### src/pva_defines.vh
// Constants of the process value alarm logic.
`ifndef PVA_DEFINES_VH
`define PVA_DEFINES_VH
`define PVA_DATA_W       16
`define PVA_RAW_W        16
`define PVA_RAW_FULL     16'h0FA0
`define PVA_DLY_W        16
`define PVA_ZERO_DATA    16'h0000
`define PVA_CH_W         2
`endif

### src/pva_alarm_logic.v
// Per-channel scaling, sensor error substitution and process value alarms.
//
// Operation
// - Raised high limit keeps active alarm until value below new limit minus hysteresis.
// - Lowered low limit keeps active alarm until value above new limit plus hysteresis.
// - High alarm condition when scaled value exceeds high set value.
// - Low alarm condition when scaled value is below low set value.
// - Limits accepted in any order; each alarm uses only its comparison.
// - Alarm turns on only after condition held for whole ON delay.
// - Range maximum below minimum gives linear negative-gain scaling.
// - Alarms use scaled process value, never raw input.
// - Disconnection with high selection stores range maximum.
// - Disconnection with low selection stores range minimum.
// - Conversion data held at zero during restart.
`include "pva_defines.vh"
module pva_alarm_logic #(
  parameter DW   = `PVA_DATA_W,
  parameter RW   = `PVA_RAW_W,
  parameter DLYW = `PVA_DLY_W,
  parameter [RW-1:0] RAW_FULL = `PVA_RAW_FULL
) (
  // Clocking
  input  wire            sys_clk,
  input  wire            rst,
  input  wire            clkEn,
  // Conversion input
  input  wire            convDone,
  input  wire [RW-1:0]   rawValue,
  input  wire            sensorOpen,
  input  wire            unitRestart,
  // Configuration
  input  wire [DW-1:0]   rangeMax,
  input  wire [DW-1:0]   rangeMin,
  input  wire            errSelHigh,
  input  wire [DW-1:0]   highSet,
  input  wire [DW-1:0]   lowSet,
  input  wire [DW-1:0]   hysteresis,
  input  wire [DLYW-1:0] onDelay,
  // Results
  output reg  [DW-1:0]   procValue,
  output reg             valueValid,
  output wire            highAlarm,
  output wire            lowAlarm
);
  // Signed span; a reversed range gives a negative span and negative gain.
  wire signed [DW:0]      span   = $signed({rangeMax[DW-1], rangeMax})
                                   - $signed({rangeMin[DW-1], rangeMin});
  wire signed [RW+1:0]    rawS   = $signed({2'b00, rawValue});
  wire signed [DW+RW+2:0] prod   = span * rawS;
  wire signed [DW+RW+2:0] quot   = prod / $signed({3'b000, RAW_FULL});
  wire signed [DW+RW+2:0] scaled = quot + $signed({{(RW+3){rangeMin[DW-1]}}, rangeMin});
  // Capture sequencer states; the evaluation cycle follows every captured value, the clear state follows a restart.
  localparam [1:0] SEQ_IDLE  = 2'b00;
  localparam [1:0] SEQ_EVAL  = 2'b01;
  localparam [1:0] SEQ_CLEAR = 2'b10;
  reg  [DW-1:0]           capValue;
  reg  [DW-1:0]           next_procValue;
  reg                     next_valueValid;
  reg  [1:0]              seqState;
  reg  [1:0]              next_seqState;
  reg                     evalStrobe;
  // The divider is combinational; a real build would pipeline it if timing fails.
  always @* begin
    if (sensorOpen) begin
      capValue = errSelHigh ? rangeMax : rangeMin;
    end else begin
      capValue = scaled[DW-1:0];
    end
  end
  // Restart wins over a conversion in the same cycle, so no stale value survives it.
  always @* begin
    next_seqState   = SEQ_IDLE;
    next_procValue  = procValue;
    next_valueValid = valueValid;
    if (unitRestart) begin
      next_seqState   = SEQ_CLEAR;
      next_procValue  = `PVA_ZERO_DATA;
      next_valueValid = 1'b0;
    end else if (convDone) begin
      next_seqState   = SEQ_EVAL;
      next_procValue  = capValue;
      next_valueValid = 1'b1;
    end
  end
  // The strobe is decoded from the state so that it lasts exactly one enabled cycle.
  always @* begin
    case (seqState)
      SEQ_EVAL: begin
        evalStrobe = 1'b1;
      end
      SEQ_CLEAR: begin
        evalStrobe = 1'b0;
      end
      default: begin
        evalStrobe = 1'b0;
      end
    endcase
  end
  always @(posedge sys_clk) begin
    if (rst) begin
      procValue  <= `PVA_ZERO_DATA;
      valueValid <= 1'b0;
      seqState   <= SEQ_IDLE;
    end else if (clkEn) begin
      procValue  <= next_procValue;
      valueValid <= next_valueValid;
      seqState   <= next_seqState;
    end
  end
  pva_channel_alarm #(.DW(DW), .DLYW(DLYW), .HIGH(1)) highUnit (
    .sys_clk    (sys_clk),
    .rst        (rst),
    .clkEn      (clkEn),
    .clrState   (unitRestart),
    .evalStrobe (evalStrobe),
    .procValue  (procValue),
    .setValue   (highSet),
    .hysteresis (hysteresis),
    .onDelay    (onDelay),
    .alarmOut   (highAlarm)
  );
  pva_channel_alarm #(.DW(DW), .DLYW(DLYW), .HIGH(0)) lowUnit (
    .sys_clk    (sys_clk),
    .rst        (rst),
    .clkEn      (clkEn),
    .clrState   (unitRestart),
    .evalStrobe (evalStrobe),
    .procValue  (procValue),
    .setValue   (lowSet),
    .hysteresis (hysteresis),
    .onDelay    (onDelay),
    .alarmOut   (lowAlarm)
  );
endmodule

### src/pva_channel_alarm.v
// One alarm comparator with hysteresis and alarm-ON delay.
`include "pva_defines.vh"
module pva_channel_alarm #(
  parameter DW   = `PVA_DATA_W,
  parameter DLYW = `PVA_DLY_W,
  parameter HIGH = 1
) (
  // Clocking
  input  wire            sys_clk,
  input  wire            rst,
  input  wire            clkEn,
  input  wire            clrState,
  // Evaluation
  input  wire            evalStrobe,
  input  wire [DW-1:0]   procValue,
  input  wire [DW-1:0]   setValue,
  input  wire [DW-1:0]   hysteresis,
  input  wire [DLYW-1:0] onDelay,
  // Result
  output reg             alarmOut
);
  wire signed [DW+1:0] pv   = {{2{procValue[DW-1]}}, procValue};
  wire signed [DW+1:0] sv   = {{2{setValue[DW-1]}}, setValue};
  wire signed [DW+1:0] hy   = {2'b00, hysteresis};
  reg  [DLYW-1:0]      delayCnt;
  reg                  condOn;
  // The limit compared here is always the current set value, so a moved limit
  // also takes effect through the release point below.
  always @* begin
    if (HIGH != 0) begin
      condOn = alarmOut ? !(pv < sv - hy) : (pv > sv);
    end else begin
      condOn = alarmOut ? !(pv > sv + hy) : (pv < sv);
    end
  end
  always @(posedge sys_clk) begin
    if (rst || (clkEn && clrState)) begin
      alarmOut <= 1'b0;
      delayCnt <= {DLYW{1'b0}};
    end else if (clkEn && evalStrobe) begin
      if (!condOn) begin
        alarmOut <= 1'b0;
        delayCnt <= {DLYW{1'b0}};
      end else if (!alarmOut) begin
        if (delayCnt >= onDelay) begin
          alarmOut <= 1'b1;
        end else begin
          delayCnt <= delayCnt + 1'b1;
        end
      end
    end
  end
endmodule

### config.mk
export PLATFORM = sky130hd
export DESIGN_NAME = pva_alarm_logic
export DESIGN_NICKNAME = d
export VERILOG_FILES = /design/src/pva_alarm_logic.v /design/src/pva_channel_alarm.v
export VERILOG_INCLUDE_DIRS = /design/src /design/src/src
export SDC_FILE = /design/constraint.sdc
export NUM_CORES = 1
export LEC_CHECK = 0
export BUFFER_PORTS_ARGS = -buffer_cell sky130_fd_sc_hd__buf_2
export CAP_MARGIN = 0
export CORE_ASPECT_RATIO = 0.7
export CORE_MARGIN = 8
export CORE_UTILIZATION = 33
export CTS_BUF_LIST = sky130_fd_sc_hd__clkbuf_8
export DETAILED_ROUTE_END_ITERATION = 10
export PLACE_DENSITY = 0.53
export SLEW_MARGIN = 25
export SYNTH_ARGS = -nofsm -noshare
export SYNTH_HDL_FRONTEND = slang
export SYNTH_SLANG_ARGS = --single-unit
### constraint.sdc
create_clock -name sys_clk -period 31.3 [get_ports sys_clk]
set_input_delay 1.565 -clock sys_clk [delete_from_list [all_inputs] [get_ports sys_clk]]
set_output_delay 1.565 -clock sys_clk [all_outputs]
set_load 0.02 [all_outputs]
==> results.md, run 1 <==
- Mux cell area share after synthesis: 2.65%
- 1st-pass router iterations: 6
- Critical path's slowest cell: or4_1
- GRT Overall Usage: about 18%
- Relative slew margins: around a third
- Setup violations, final: 0
- Share of flip-flops with an asynchronous set or reset: 0%
- Critical path arrival: about 30000 ps
- Net Count, Synth: roughly 4000
- Largest net degree at the start of global routing: 33
- Fmax: 33.6 MHz
- Crit share post-route: between 90% and 100%
- Largest delay share family, worst path: compound AO/OA/AOI/OAI gates
- CP Buf/Inv Count: 15
- Synth Area in Compound Gates: between 20% and 30%
- Area of the mapped netlist: roughly 0.026 mm^2
- Commonest cells after routing, fill and taps aside: 511 x inv_1, 322 x nand2_1, 274 x fa_1
- WL/cell: 17.5 um
- Fill cells: just over 8000
- Placeable Area: slightly below 0.08 mm^2
- Starting Density: about a third
- DRT iter0 DRCs: 2094
- Xor-xnor portion of the synthesized cell area: 7.68%
- Num rows: 86
- H-tree Lvls: 2
- Vias in the first global route: approximately 23000
- Status: complete, no violations
- # IOs: ~140
- Share of layout cells above drive strength 1: roughly 14%
- Most frequent CP cell: a21o_1
- DP Area: 0.0286 mm^2
- CTS buffer count: 5
- First-pass GRT wire length: ~130 mm
- Routability cong.: between 0.8 and 0.9
- Hold Path Class: reg -> reg
- CTS root buf: clkbuf_8
- Number of remaining DRC errors: 0
- Initial antenna violation count: 2
- Routed vias: around 24000
- Sequential share of the synthesized area: under 10%
- Synth Warn #: 0
- Fin nets: roughly 4200
- Adder-Cell Fraction of Synth Area: approximately a third
- Grt ovf: 0
- WL final: roughly 81 mm
- Clock Skew: 20.6 ps
- Main combinational cell family by area after synthesis: adder cells
- Antenna-violating nets left: 0
- CP Capture Type: flip-flop
- Post-Syn Instances: 3371
- Worst-path clk slew: around 130 ps
- DIE HEIGHT: between 200 and 300 um
- Post-synth EDFFs: 0
- Wire length on met1: 43.8 mm
- Final Cell Area: around 0.030 mm^2
- Die Area: 0.0886 mm^2
- Hold-fix buffer count after cts: 0
- Longest Clk Path Bufs: 2
- Met3 wire length: roughly 4.9 mm
- Syn avg cell area: just under 8 um^2
- Worst Setup Start Kind: primary input
- Post-detailed-placement half-perimeter wirelength: 67.1 mm
- Final Max Slew Viols: 0
- MaxCap Viol Count: 0
- Final hold violation count: 0
- Worst slew pin tran: approximately 1000 ps
- Metal2 WL: 31.4 mm
- Flop and latch count out of synthesis: 53
- Largest stage delay, worst path: about 600 ps
- Worst EP required: 31510 ps
- Clk_lat worst skew: 350 ps
- Tmin final: between 20000 and 30000 ps
- Crit Path Category: in -> reg
- Vias per cell: between 5 and 6
- Commonest non-fill, non-tap cell in the layout: inv_1
- Synth Flop Type: dfxtp_1
- Worst Path Max Fanout: 12
- Post-Synth Simple-Gate Area: between 20% and 30%
- IO buf count: between 100 and 150
- Library cells used by synthesis: between 100 and 150
- TritonCTS clock tree: built
- Area Growth Syn to Fin: 13.0%
- Die extent in x: 352 um
- Clk sinks: between 50 and 60
- Top layer used by detailed routing: met4
[registers in the layout (all words and copies together) (netlist names)]
register / cells
highUnit.alarmOut: 1
highUnit.delayCnt: 16
lowUnit.alarmOut: 1
lowUnit.delayCnt: 16
procValue: 16
seqState: 2
valueValid: 1
[worst reg2reg max path, delay by kind of cell (launching register included)]
family                     cells  cell delay (ps)
AOI/OAI and AO/OA             15             2760
xor gates and xnor gates       1              170
adders and majority gates      1              300
DFF                            1              550
and+or+nand+nor               13             1480
[synth_stat cells (all sizes together), types with 13 or more instances]
cell	instances	area share, %
o31ai	18	0.54
ha	255	12
nand2b	55	1.3
a31oi	33	0.84
clkbuf	80	1.2
mux2	20	0.86
o21bai	24	0.70
and3	24	0.59
nand2	325	4.7
or2	20	0.49
nor2	196	2.8
xnor2	145	5.0
a21boi	15	0.43
o21ai	150	3.0
or3	27	0.67
o211ai	56	1.7
and2	135	3.2
xor2	80	2.7
fa	276	21
or4	13	0.39
nor2b	55	1.3
o22ai	15	0.36
inv	511	7.3
nand4	33	0.79
a211oi	30	1.1
a2111oi	15	0.67
mux2i	46	1.8
nand3	66	1.3
a21oi	191	3.7
o21a	21	0.61
nor3	61	1.3
dfxtp	53	4.1
a21o	62	1.8
nor3b	14	0.44
and4	14	0.48
buf	33	0.70
[final cells by class]
cell class | instances | area [um^2] | share of cell area [%]
inverter | 511 | 1920 | 6.49
antenna | 3 | 7.51 | 0.0254
clock buffer | 5 | 68.8 | 0.233
tap | 1056 | 1320 | 4.47
sequential | 53 | 1060 | 3.59
timing repair buffer | 279 | 1780 | 6.03
multi-input combinational | 2695 | 23300 | 79.0
clock inverter | 3 | 50.0 | 0.169
[kinds of logic (layout without fill, tap and decap cells)]
kind of cell	count (synthesis)	in the layout
and+or+nand+nor	1075	1075
AOI/OAI and AO/OA	785	786
buffers and inverters	624	798
adders and majority gates	543	543
xor gates and xnor gates	225	225
muxes	66	66
DFF	53	53
other	0	3
[per-stage QoR]
step                      hold WS, ps  worst slack, ps  util [%]  cells  setup TNS [ps]
after floorplan                   451             2380         -   3371               0
after global placement            470              263      36.3   4564               0
after detailed placement          457              305      36.4   4564               0
after CTS                         495              584      36.5   4572               0
after global routing              513             -249      37.6   4603            -434
final                             495             1490      37.6   4605               0
[worst paths after layout]
check,slack (ps),startpoint,depth (start not counted),endpoint
max,1490,rangeMin[1],119,procValue[14]$_SDFFE_PP0P_
min,500,valueValid$_SDFFE_PP0P_,2,valueValid$_SDFFE_PP0P_
max reg2reg,25920,procValue[1]$_SDFFE_PP0P_,30,highUnit.delayCnt[10]$_SDFFE_PP0P_
min reg2reg,500,valueValid$_SDFFE_PP0P_,2,valueValid$_SDFFE_PP0P_
[routing by layer]
metal / track usage (%) / vias to the layer above
met2: 24.3 / 682
met4: 1.27 / 0
met5: 0 / -
met1: 29.2 / 11616
met3: 2.53 / 48
li1: - / 11881
[repair_timing]
item / CTS / global route
setup buffers: 0 / 29
gates resized for setup: 0 / 126
endpoints found under the setup margin: 0 / 12
Power of run 1 is left out: the tool's default activity adds up to more than one toggle a clock period on the data nets, which glitch-free logic cannot reach.
==> run 2: changes to the inputs <==
--- a/config.mk
+++ b/config.mk
@@ -13,8 +13,8 @@
 export CORE_UTILIZATION = 33
 export CTS_BUF_LIST = sky130_fd_sc_hd__clkbuf_8
 export DETAILED_ROUTE_END_ITERATION = 10
+export GPL_TIMING_DRIVEN = 0
 export PLACE_DENSITY = 0.53
-export SLEW_MARGIN = 25
 export SYNTH_ARGS = -nofsm -noshare
 export SYNTH_HDL_FRONTEND = slang
 export SYNTH_SLANG_ARGS = --single-unit
==> run 2 against run 1 <==
  * Cell count grew 0.43%
  * Non-clock buffer count grew 21
  * Fmax is 1.3% lower
  * Design area rose by 0.97%
  * Via count shrank 0.14%
  * Hold slack better by 12 ps
==> results.md, run 2 (synthesized netlist as in run 1, its figures left out) <==
- First-pass GRT wire length: 131 mm
- Most frequent CP cell: a21o_1
- Area Growth Syn to Fin: 14.1%
- Vias in the first global route: 23007
- Critical path's slowest cell: or4_1
- Worst hold start: seqState[0]$_SDFFE_PP0P_
- Die Area: 0.0886 mm^2
- Die extent in x: between 300 and 400 um
- Final core occ: roughly 38%
- H-tree Lvls: 2
- Status: complete, no violations
- CTS buffer count: 5
- Tmin final: slightly above 30000 ps
- Final Cell Area: between 0.02 and 0.03 mm^2
- DIE HEIGHT: about 250 um
- Clk sinks: 53
- Antenna-violating nets left: 0
- Fin nets: around 4200
- Share of layout cells above drive strength 1: between 10 and 15%
- Largest net degree at the start of global routing: 16
- Critical path arrival: 30430 ps
- Crit share post-route: a little over nine tenths
- Worst-path clk slew: 110 ps
- Final Max Slew Viols: 0
- Grt ovf: 0
- DP Area: between 0.02 and 0.03 mm^2
- Commonest cells after routing, fill and taps aside: 513 x inv_1, 319 x nand2_1, 272 x fa_1
- Number of remaining DRC errors: 0
- CTS root buf: clkbuf_8
- WL final: slightly above 80 mm
- GRT Overall Usage: 17.7%
- Worst slew pin tran: around 1100 ps
- Clk_lat worst skew: 320 ps
- Placeable Area: ~0.079 mm^2
- CP Capture Type: flip-flop
- MaxCap Viol Count: 0
- IO buf count: between 100 and 150
- Routability cong.: between 0.8 and 0.9
- Starting Density: about a third
- Fmax: ~33 MHz
- Sequential standard cell area: 0.00106 mm^2
- WL/cell: between 15 and 20 um
- CP startpoint: rangeMin[2]
- # IOs: 138
- Num rows: 86
- Worst Setup Start Kind: primary input
- Hold Path Class: reg -> reg
- TritonCTS clock tree: built
- Hold-fix buffer count after cts: 0
- Relative slew margins: 26.5%
- Crit Path Category: in -> reg
- Setup violations, final: 0
- Clock Skew: roughly 15 ps
- Initial antenna violation count: 4
- Worst Path Max Fanout: 10
- 1st-pass router iterations: 6
- Commonest non-fill, non-tap cell in the layout: inv_1
- Routed vias: between 20000 and 25000
- Final hold violation count: 0
- Worst reg2reg path startpoint: procValue[1]$_SDFFE_PP0P_
- Fill cells: a little over 8000
- Top Registers: highUnit.delayCnt (16), lowUnit.delayCnt (16), procValue (16)
- Post-detailed-placement half-perimeter wirelength: approximately 68 mm
- Multi-input logic area: 0.0238 mm^2
- Vias per cell: 5.23
- DRT iter0 DRCs: ~2000
- Longest Clk Path Bufs: 2
- Largest stage delay, worst path: between 600 and 700 ps
- Worst EP required: 31540 ps
-- run 2: cell count changes in the layout (fill, tap and decap cells not counted), sizes merged --
cell	previous run	this run
buf	279	223
a311oi	13	12
clkinvlp	0	1
clkbuf	5	82
bufinv	1	0
clkinv	1	0
inv	512	513
-- run 2: cell type report --
cell class,instances,share of cell area (%)
clock inverters,3,0.0503
diodes,3,0.0252
repair buffers,191,3.74
inverters,511,6.43
plain buffers,109,1.72
clock buffers,5,0.231
well taps,1056,4.43
flip-flops and latches,53,3.56
multi-input cells,2694,79.8
-- run 2: worst max-delay path, delay by kind of cell --
family / cells / cell delay, ps
mux: 5 / 1640
compound gates: 61 / 12750
xor+xnor: 6 / 1190
buf+inv: 16 / 2420
simple gates: 23 / 6460
fa+ha+maj: 10 / 4320
-- run 2: final timing paths --
check	endpoint	slack, ps	depth (start not counted)
setup / recovery	procValue[15]$_SDFFE_PP0P_	1110	121
hold / removal	seqState[0]$_SDFFE_PP0P_	510	2
setup reg to reg	highUnit.delayCnt[10]$_SDFFE_PP0P_	26120	30
hold reg to reg	seqState[0]$_SDFFE_PP0P_	510	2
-- run 2: per-layer routing --
metal	GRT usage (%)	vias up	share of wire (%)
met5	0	-	0
met4	1.18	0	0.70
met3	2.92	39	6.8
met2	24.7	674	39
met1	29.0	11556	53
li1	-	11924	-
-- run 2: repair_timing --
| item | in CTS | in global routing |
|---|---|---|
| resized for setup | 65 | 177 |
| setup buffers | 19 | 40 |
| hold endpoints to repair | 0 | 0 |
| endpoints found under the setup margin | 15 | 13 |
| pin swaps | 13 | 45 |
-- run 2: metrics by stage --
stage / cells / hold WS (ps) / worst slack [ps] / TNS [ps]
detailed placement: 4559 / 482 / -2940 / -23830
finish: 4625 / 508 / 1110 / 0
CTS: 4585 / 513 / 19.6 / 0
global route: 4625 / 535 / -243 / -415
floorplan: 3371 / 451 / 2380 / 0
global placement: 4559 / 478 / -3230 / -28370
Power of run 2 is left out for the same reason.
==> run 3: changes to the inputs <==
--- a/config.mk
+++ b/config.mk
@@ -14,7 +14,8 @@
 export CTS_BUF_LIST = sky130_fd_sc_hd__clkbuf_8
 export DETAILED_ROUTE_END_ITERATION = 10
 export GPL_TIMING_DRIVEN = 0
-export PLACE_DENSITY = 0.53
+export PLACE_DENSITY = 0.56
+export SKIP_LAST_GASP = 1
 export SYNTH_ARGS = -nofsm -noshare
 export SYNTH_HDL_FRONTEND = slang
 export SYNTH_SLANG_ARGS = --single-unit
==> run 3 against run 2 <==
  * Register-to-register slack improved by 40 ps
  * Die area unchanged
  * Non-clock buffer count up 26
  * Critical path type unchanged
  * Fmax increased by 0.30%
  * Flip-flop and latch count is the same
  * Critical path depth grew 7
  * Sequential share of layout area decreased by 0.054 points
  * Clock skew grew 0.69 ps
  * Worst setup slack better by 91 ps
  * Hold slack worse by 4.1 ps
  * Global-route usage decreased by 0.12 points
  * Wire length down 0.17%
==> results.md, run 3 (synthesized netlist as in run 1, its figures left out) <==
- Share of layout cells above drive strength 1: roughly 15%
- Critical path arrival: between 30000 and 40000 ps
- Clk sinks: 53
- GRT Overall Usage: between 10% and 20%
- Largest net degree at the start of global routing: 19
- Num rows: 86
- # IOs: approximately 140
- DIE HEIGHT: roughly 250 um
- Vias in the first global route: around 23000
- Final cell count without fillers: ~4700
- Tmin final: 30100 ps
- Relative slew margins: 24.6%
- Die Area: around 0.089 mm^2
- Antenna-violating nets left: 0
- H-tree Lvls: 2
- Worst Path Max Fanout: 10
- Final hold violation count: 0
- TritonCTS clock tree: built
- DRT iter0 DRCs: about 2100
- Longest Clk Path Bufs: 2
- Number of remaining DRC errors: 0
- Setup violations, final: 0
- Reg-to-Reg End: highUnit.delayCnt[13]$_SDFFE_PP0P_
- Vias per cell: around 5.3
- Worst hold start: valueValid$_SDFFE_PP0P_
- WL/cell: between 15 and 20 um
- Final Max Slew Viols: 0
- Fin Setup TNS: 0 ps
- Hold-fix buffer count after cts: 0
- R2R depth: 30
- CTS root buf: clkbuf_8
- First-pass GRT wire length: about 130 mm
- Dpl cells: between 4000 and 5000
- MaxCap Viol Count: 0
- IO buf count: about 130
- Setup slack, reg-to-reg: 26160 ps
- CP Capture Type: flip-flop
- Hold Path Class: reg -> reg
- Area Growth Syn to Fin: 15.8%
- Worst reg2reg path startpoint: procValue[1]$_SDFFE_PP0P_
- Hold_ws: about 500 ps
- Status: complete, no violations
- Hold depth: 2
- Crit Path Category: in -> reg
- Worst-path clk slew: 120 ps
- Commonest cells after routing, fill and taps aside: 511 x inv_1, 319 x nand2_1, 272 x fa_1
- Fin nets: around 4200
- Most frequent CP cell: a21o_1
- Initial antenna violation count: 4
- Placeable Area: approximately 0.08 mm^2
- Hold EP: valueValid$_SDFFE_PP0P_
- Clk_lat worst skew: 330 ps
- Post-detailed-placement half-perimeter wirelength: 67.9 mm
- Worst Setup Start Kind: primary input
- Crit share post-route: roughly 96%
- 1st-pass router iterations: 6
- Clock Skew: between 15 and 20 ps
- Grt ovf: 0
- Top Registers: highUnit.delayCnt (16), lowUnit.delayCnt (16), procValue (16)
- Final Cell Area: ~0.030 mm^2
- Fmax: between 30 and 40 MHz
- Routed vias: between 20000 and 25000
- Starting Density: between 30% and 40%
- CTS buffer count: 5
- DP Area: 0.0281 mm^2
- Die extent in x: roughly 350 um
- WL final: roughly 80 mm
- Largest stage delay, worst path: ~630 ps
- Commonest non-fill, non-tap cell in the layout: inv_1
- Routability cong.: a little under 0.9
- Worst EP required: ~32000 ps
- Critical path's slowest cell: fa_1
- Worst slew pin tran: roughly 1100 ps
==> run 3: changes by cell type in the layout (fill, tap and decap cells not counted), sizes merged <==
cell / delta
clkinv: +1
diode: +1
clkbuf: -3
buf: +29
inv: -1
==> run 3: through the flow <==
step | setup slack [ps] | util [%]
after CTS | 49.2 | 36.5
after global placement | -2720 | 35.8
after global routing | -239 | 38.6
after floorplan | 2380 | -
after detailed placement | -2690 | 35.8
final | 1200 | 38.6
==> run 3: worst max-delay path by stage <==
stage | start | to | slack (ps) | depth (start not counted)
finish | rangeMin[1] | procValue[15]$_SDFFE_PP0P_ | 1200 | 128
global route | rangeMin[1] | procValue[15]$_SDFFE_PP0P_ | -240 | 129
CTS | rangeMin[1] | procValue[15]$_SDFFE_PP0P_ | 50 | 122
detailed placement | rangeMax[0] | procValue[15]$_SDFFE_PP0P_ | -2690 | 119
global placement | rangeMax[0] | procValue[15]$_SDFFE_PP0P_ | -2720 | 116
floorplan | rangeMin[2] | procValue[15]$_SDFFE_PP0P_ | 2380 | 116
==> run 3: area by class of cell <==
cell class	count	area, um^2
Fill cell	8177	48300
Multi-Input combinational cell	2694	24000
Inverter	511	1920
Tap cell	1056	1320
Timing Repair Buffer	217	1320
Sequential cell	53	1060
Buffer	109	539
Clock buffer	5	68.8
Clock inverter	3	25.0
Antenna cell	4	10.0
==> run 3: repair_timing <==
| action | 4_1_cts | 5_1_grt |
|---|---|---|
| gates resized for setup | 64 | 233 |
| gates cloned | 0 | 1 |
| setup buffers | 15 | 69 |
| pin swaps | 13 | 55 |
| setup endpoints to repair | 15 | 13 |
==> run 3: critical path, delay by kind of cell <==
family | cells | cell delay [ps]
fa+ha+maj | 10 | 4230
xor+xnor | 6 | 1060
buf+inv | 21 | 3130
compound gates | 59 | 12310
simple gates | 26 | 6360
mux | 6 | 1650
==> run 3: routing by layer <==
| metal | up-vias | track usage (%) | routed length (um) |
|---|---|---|---|
| met5 | - | 0 | 0 |
| met4 | 0 | 1.72 | 844 |
| met3 | 42 | 2.05 | 5330 |
| met2 | 724 | 25.0 | 33000 |
| met1 | 11749 | 28.7 | 42700 |
| li1 | 11989 | - | - |
Power of run 3 is left out for the same reason.
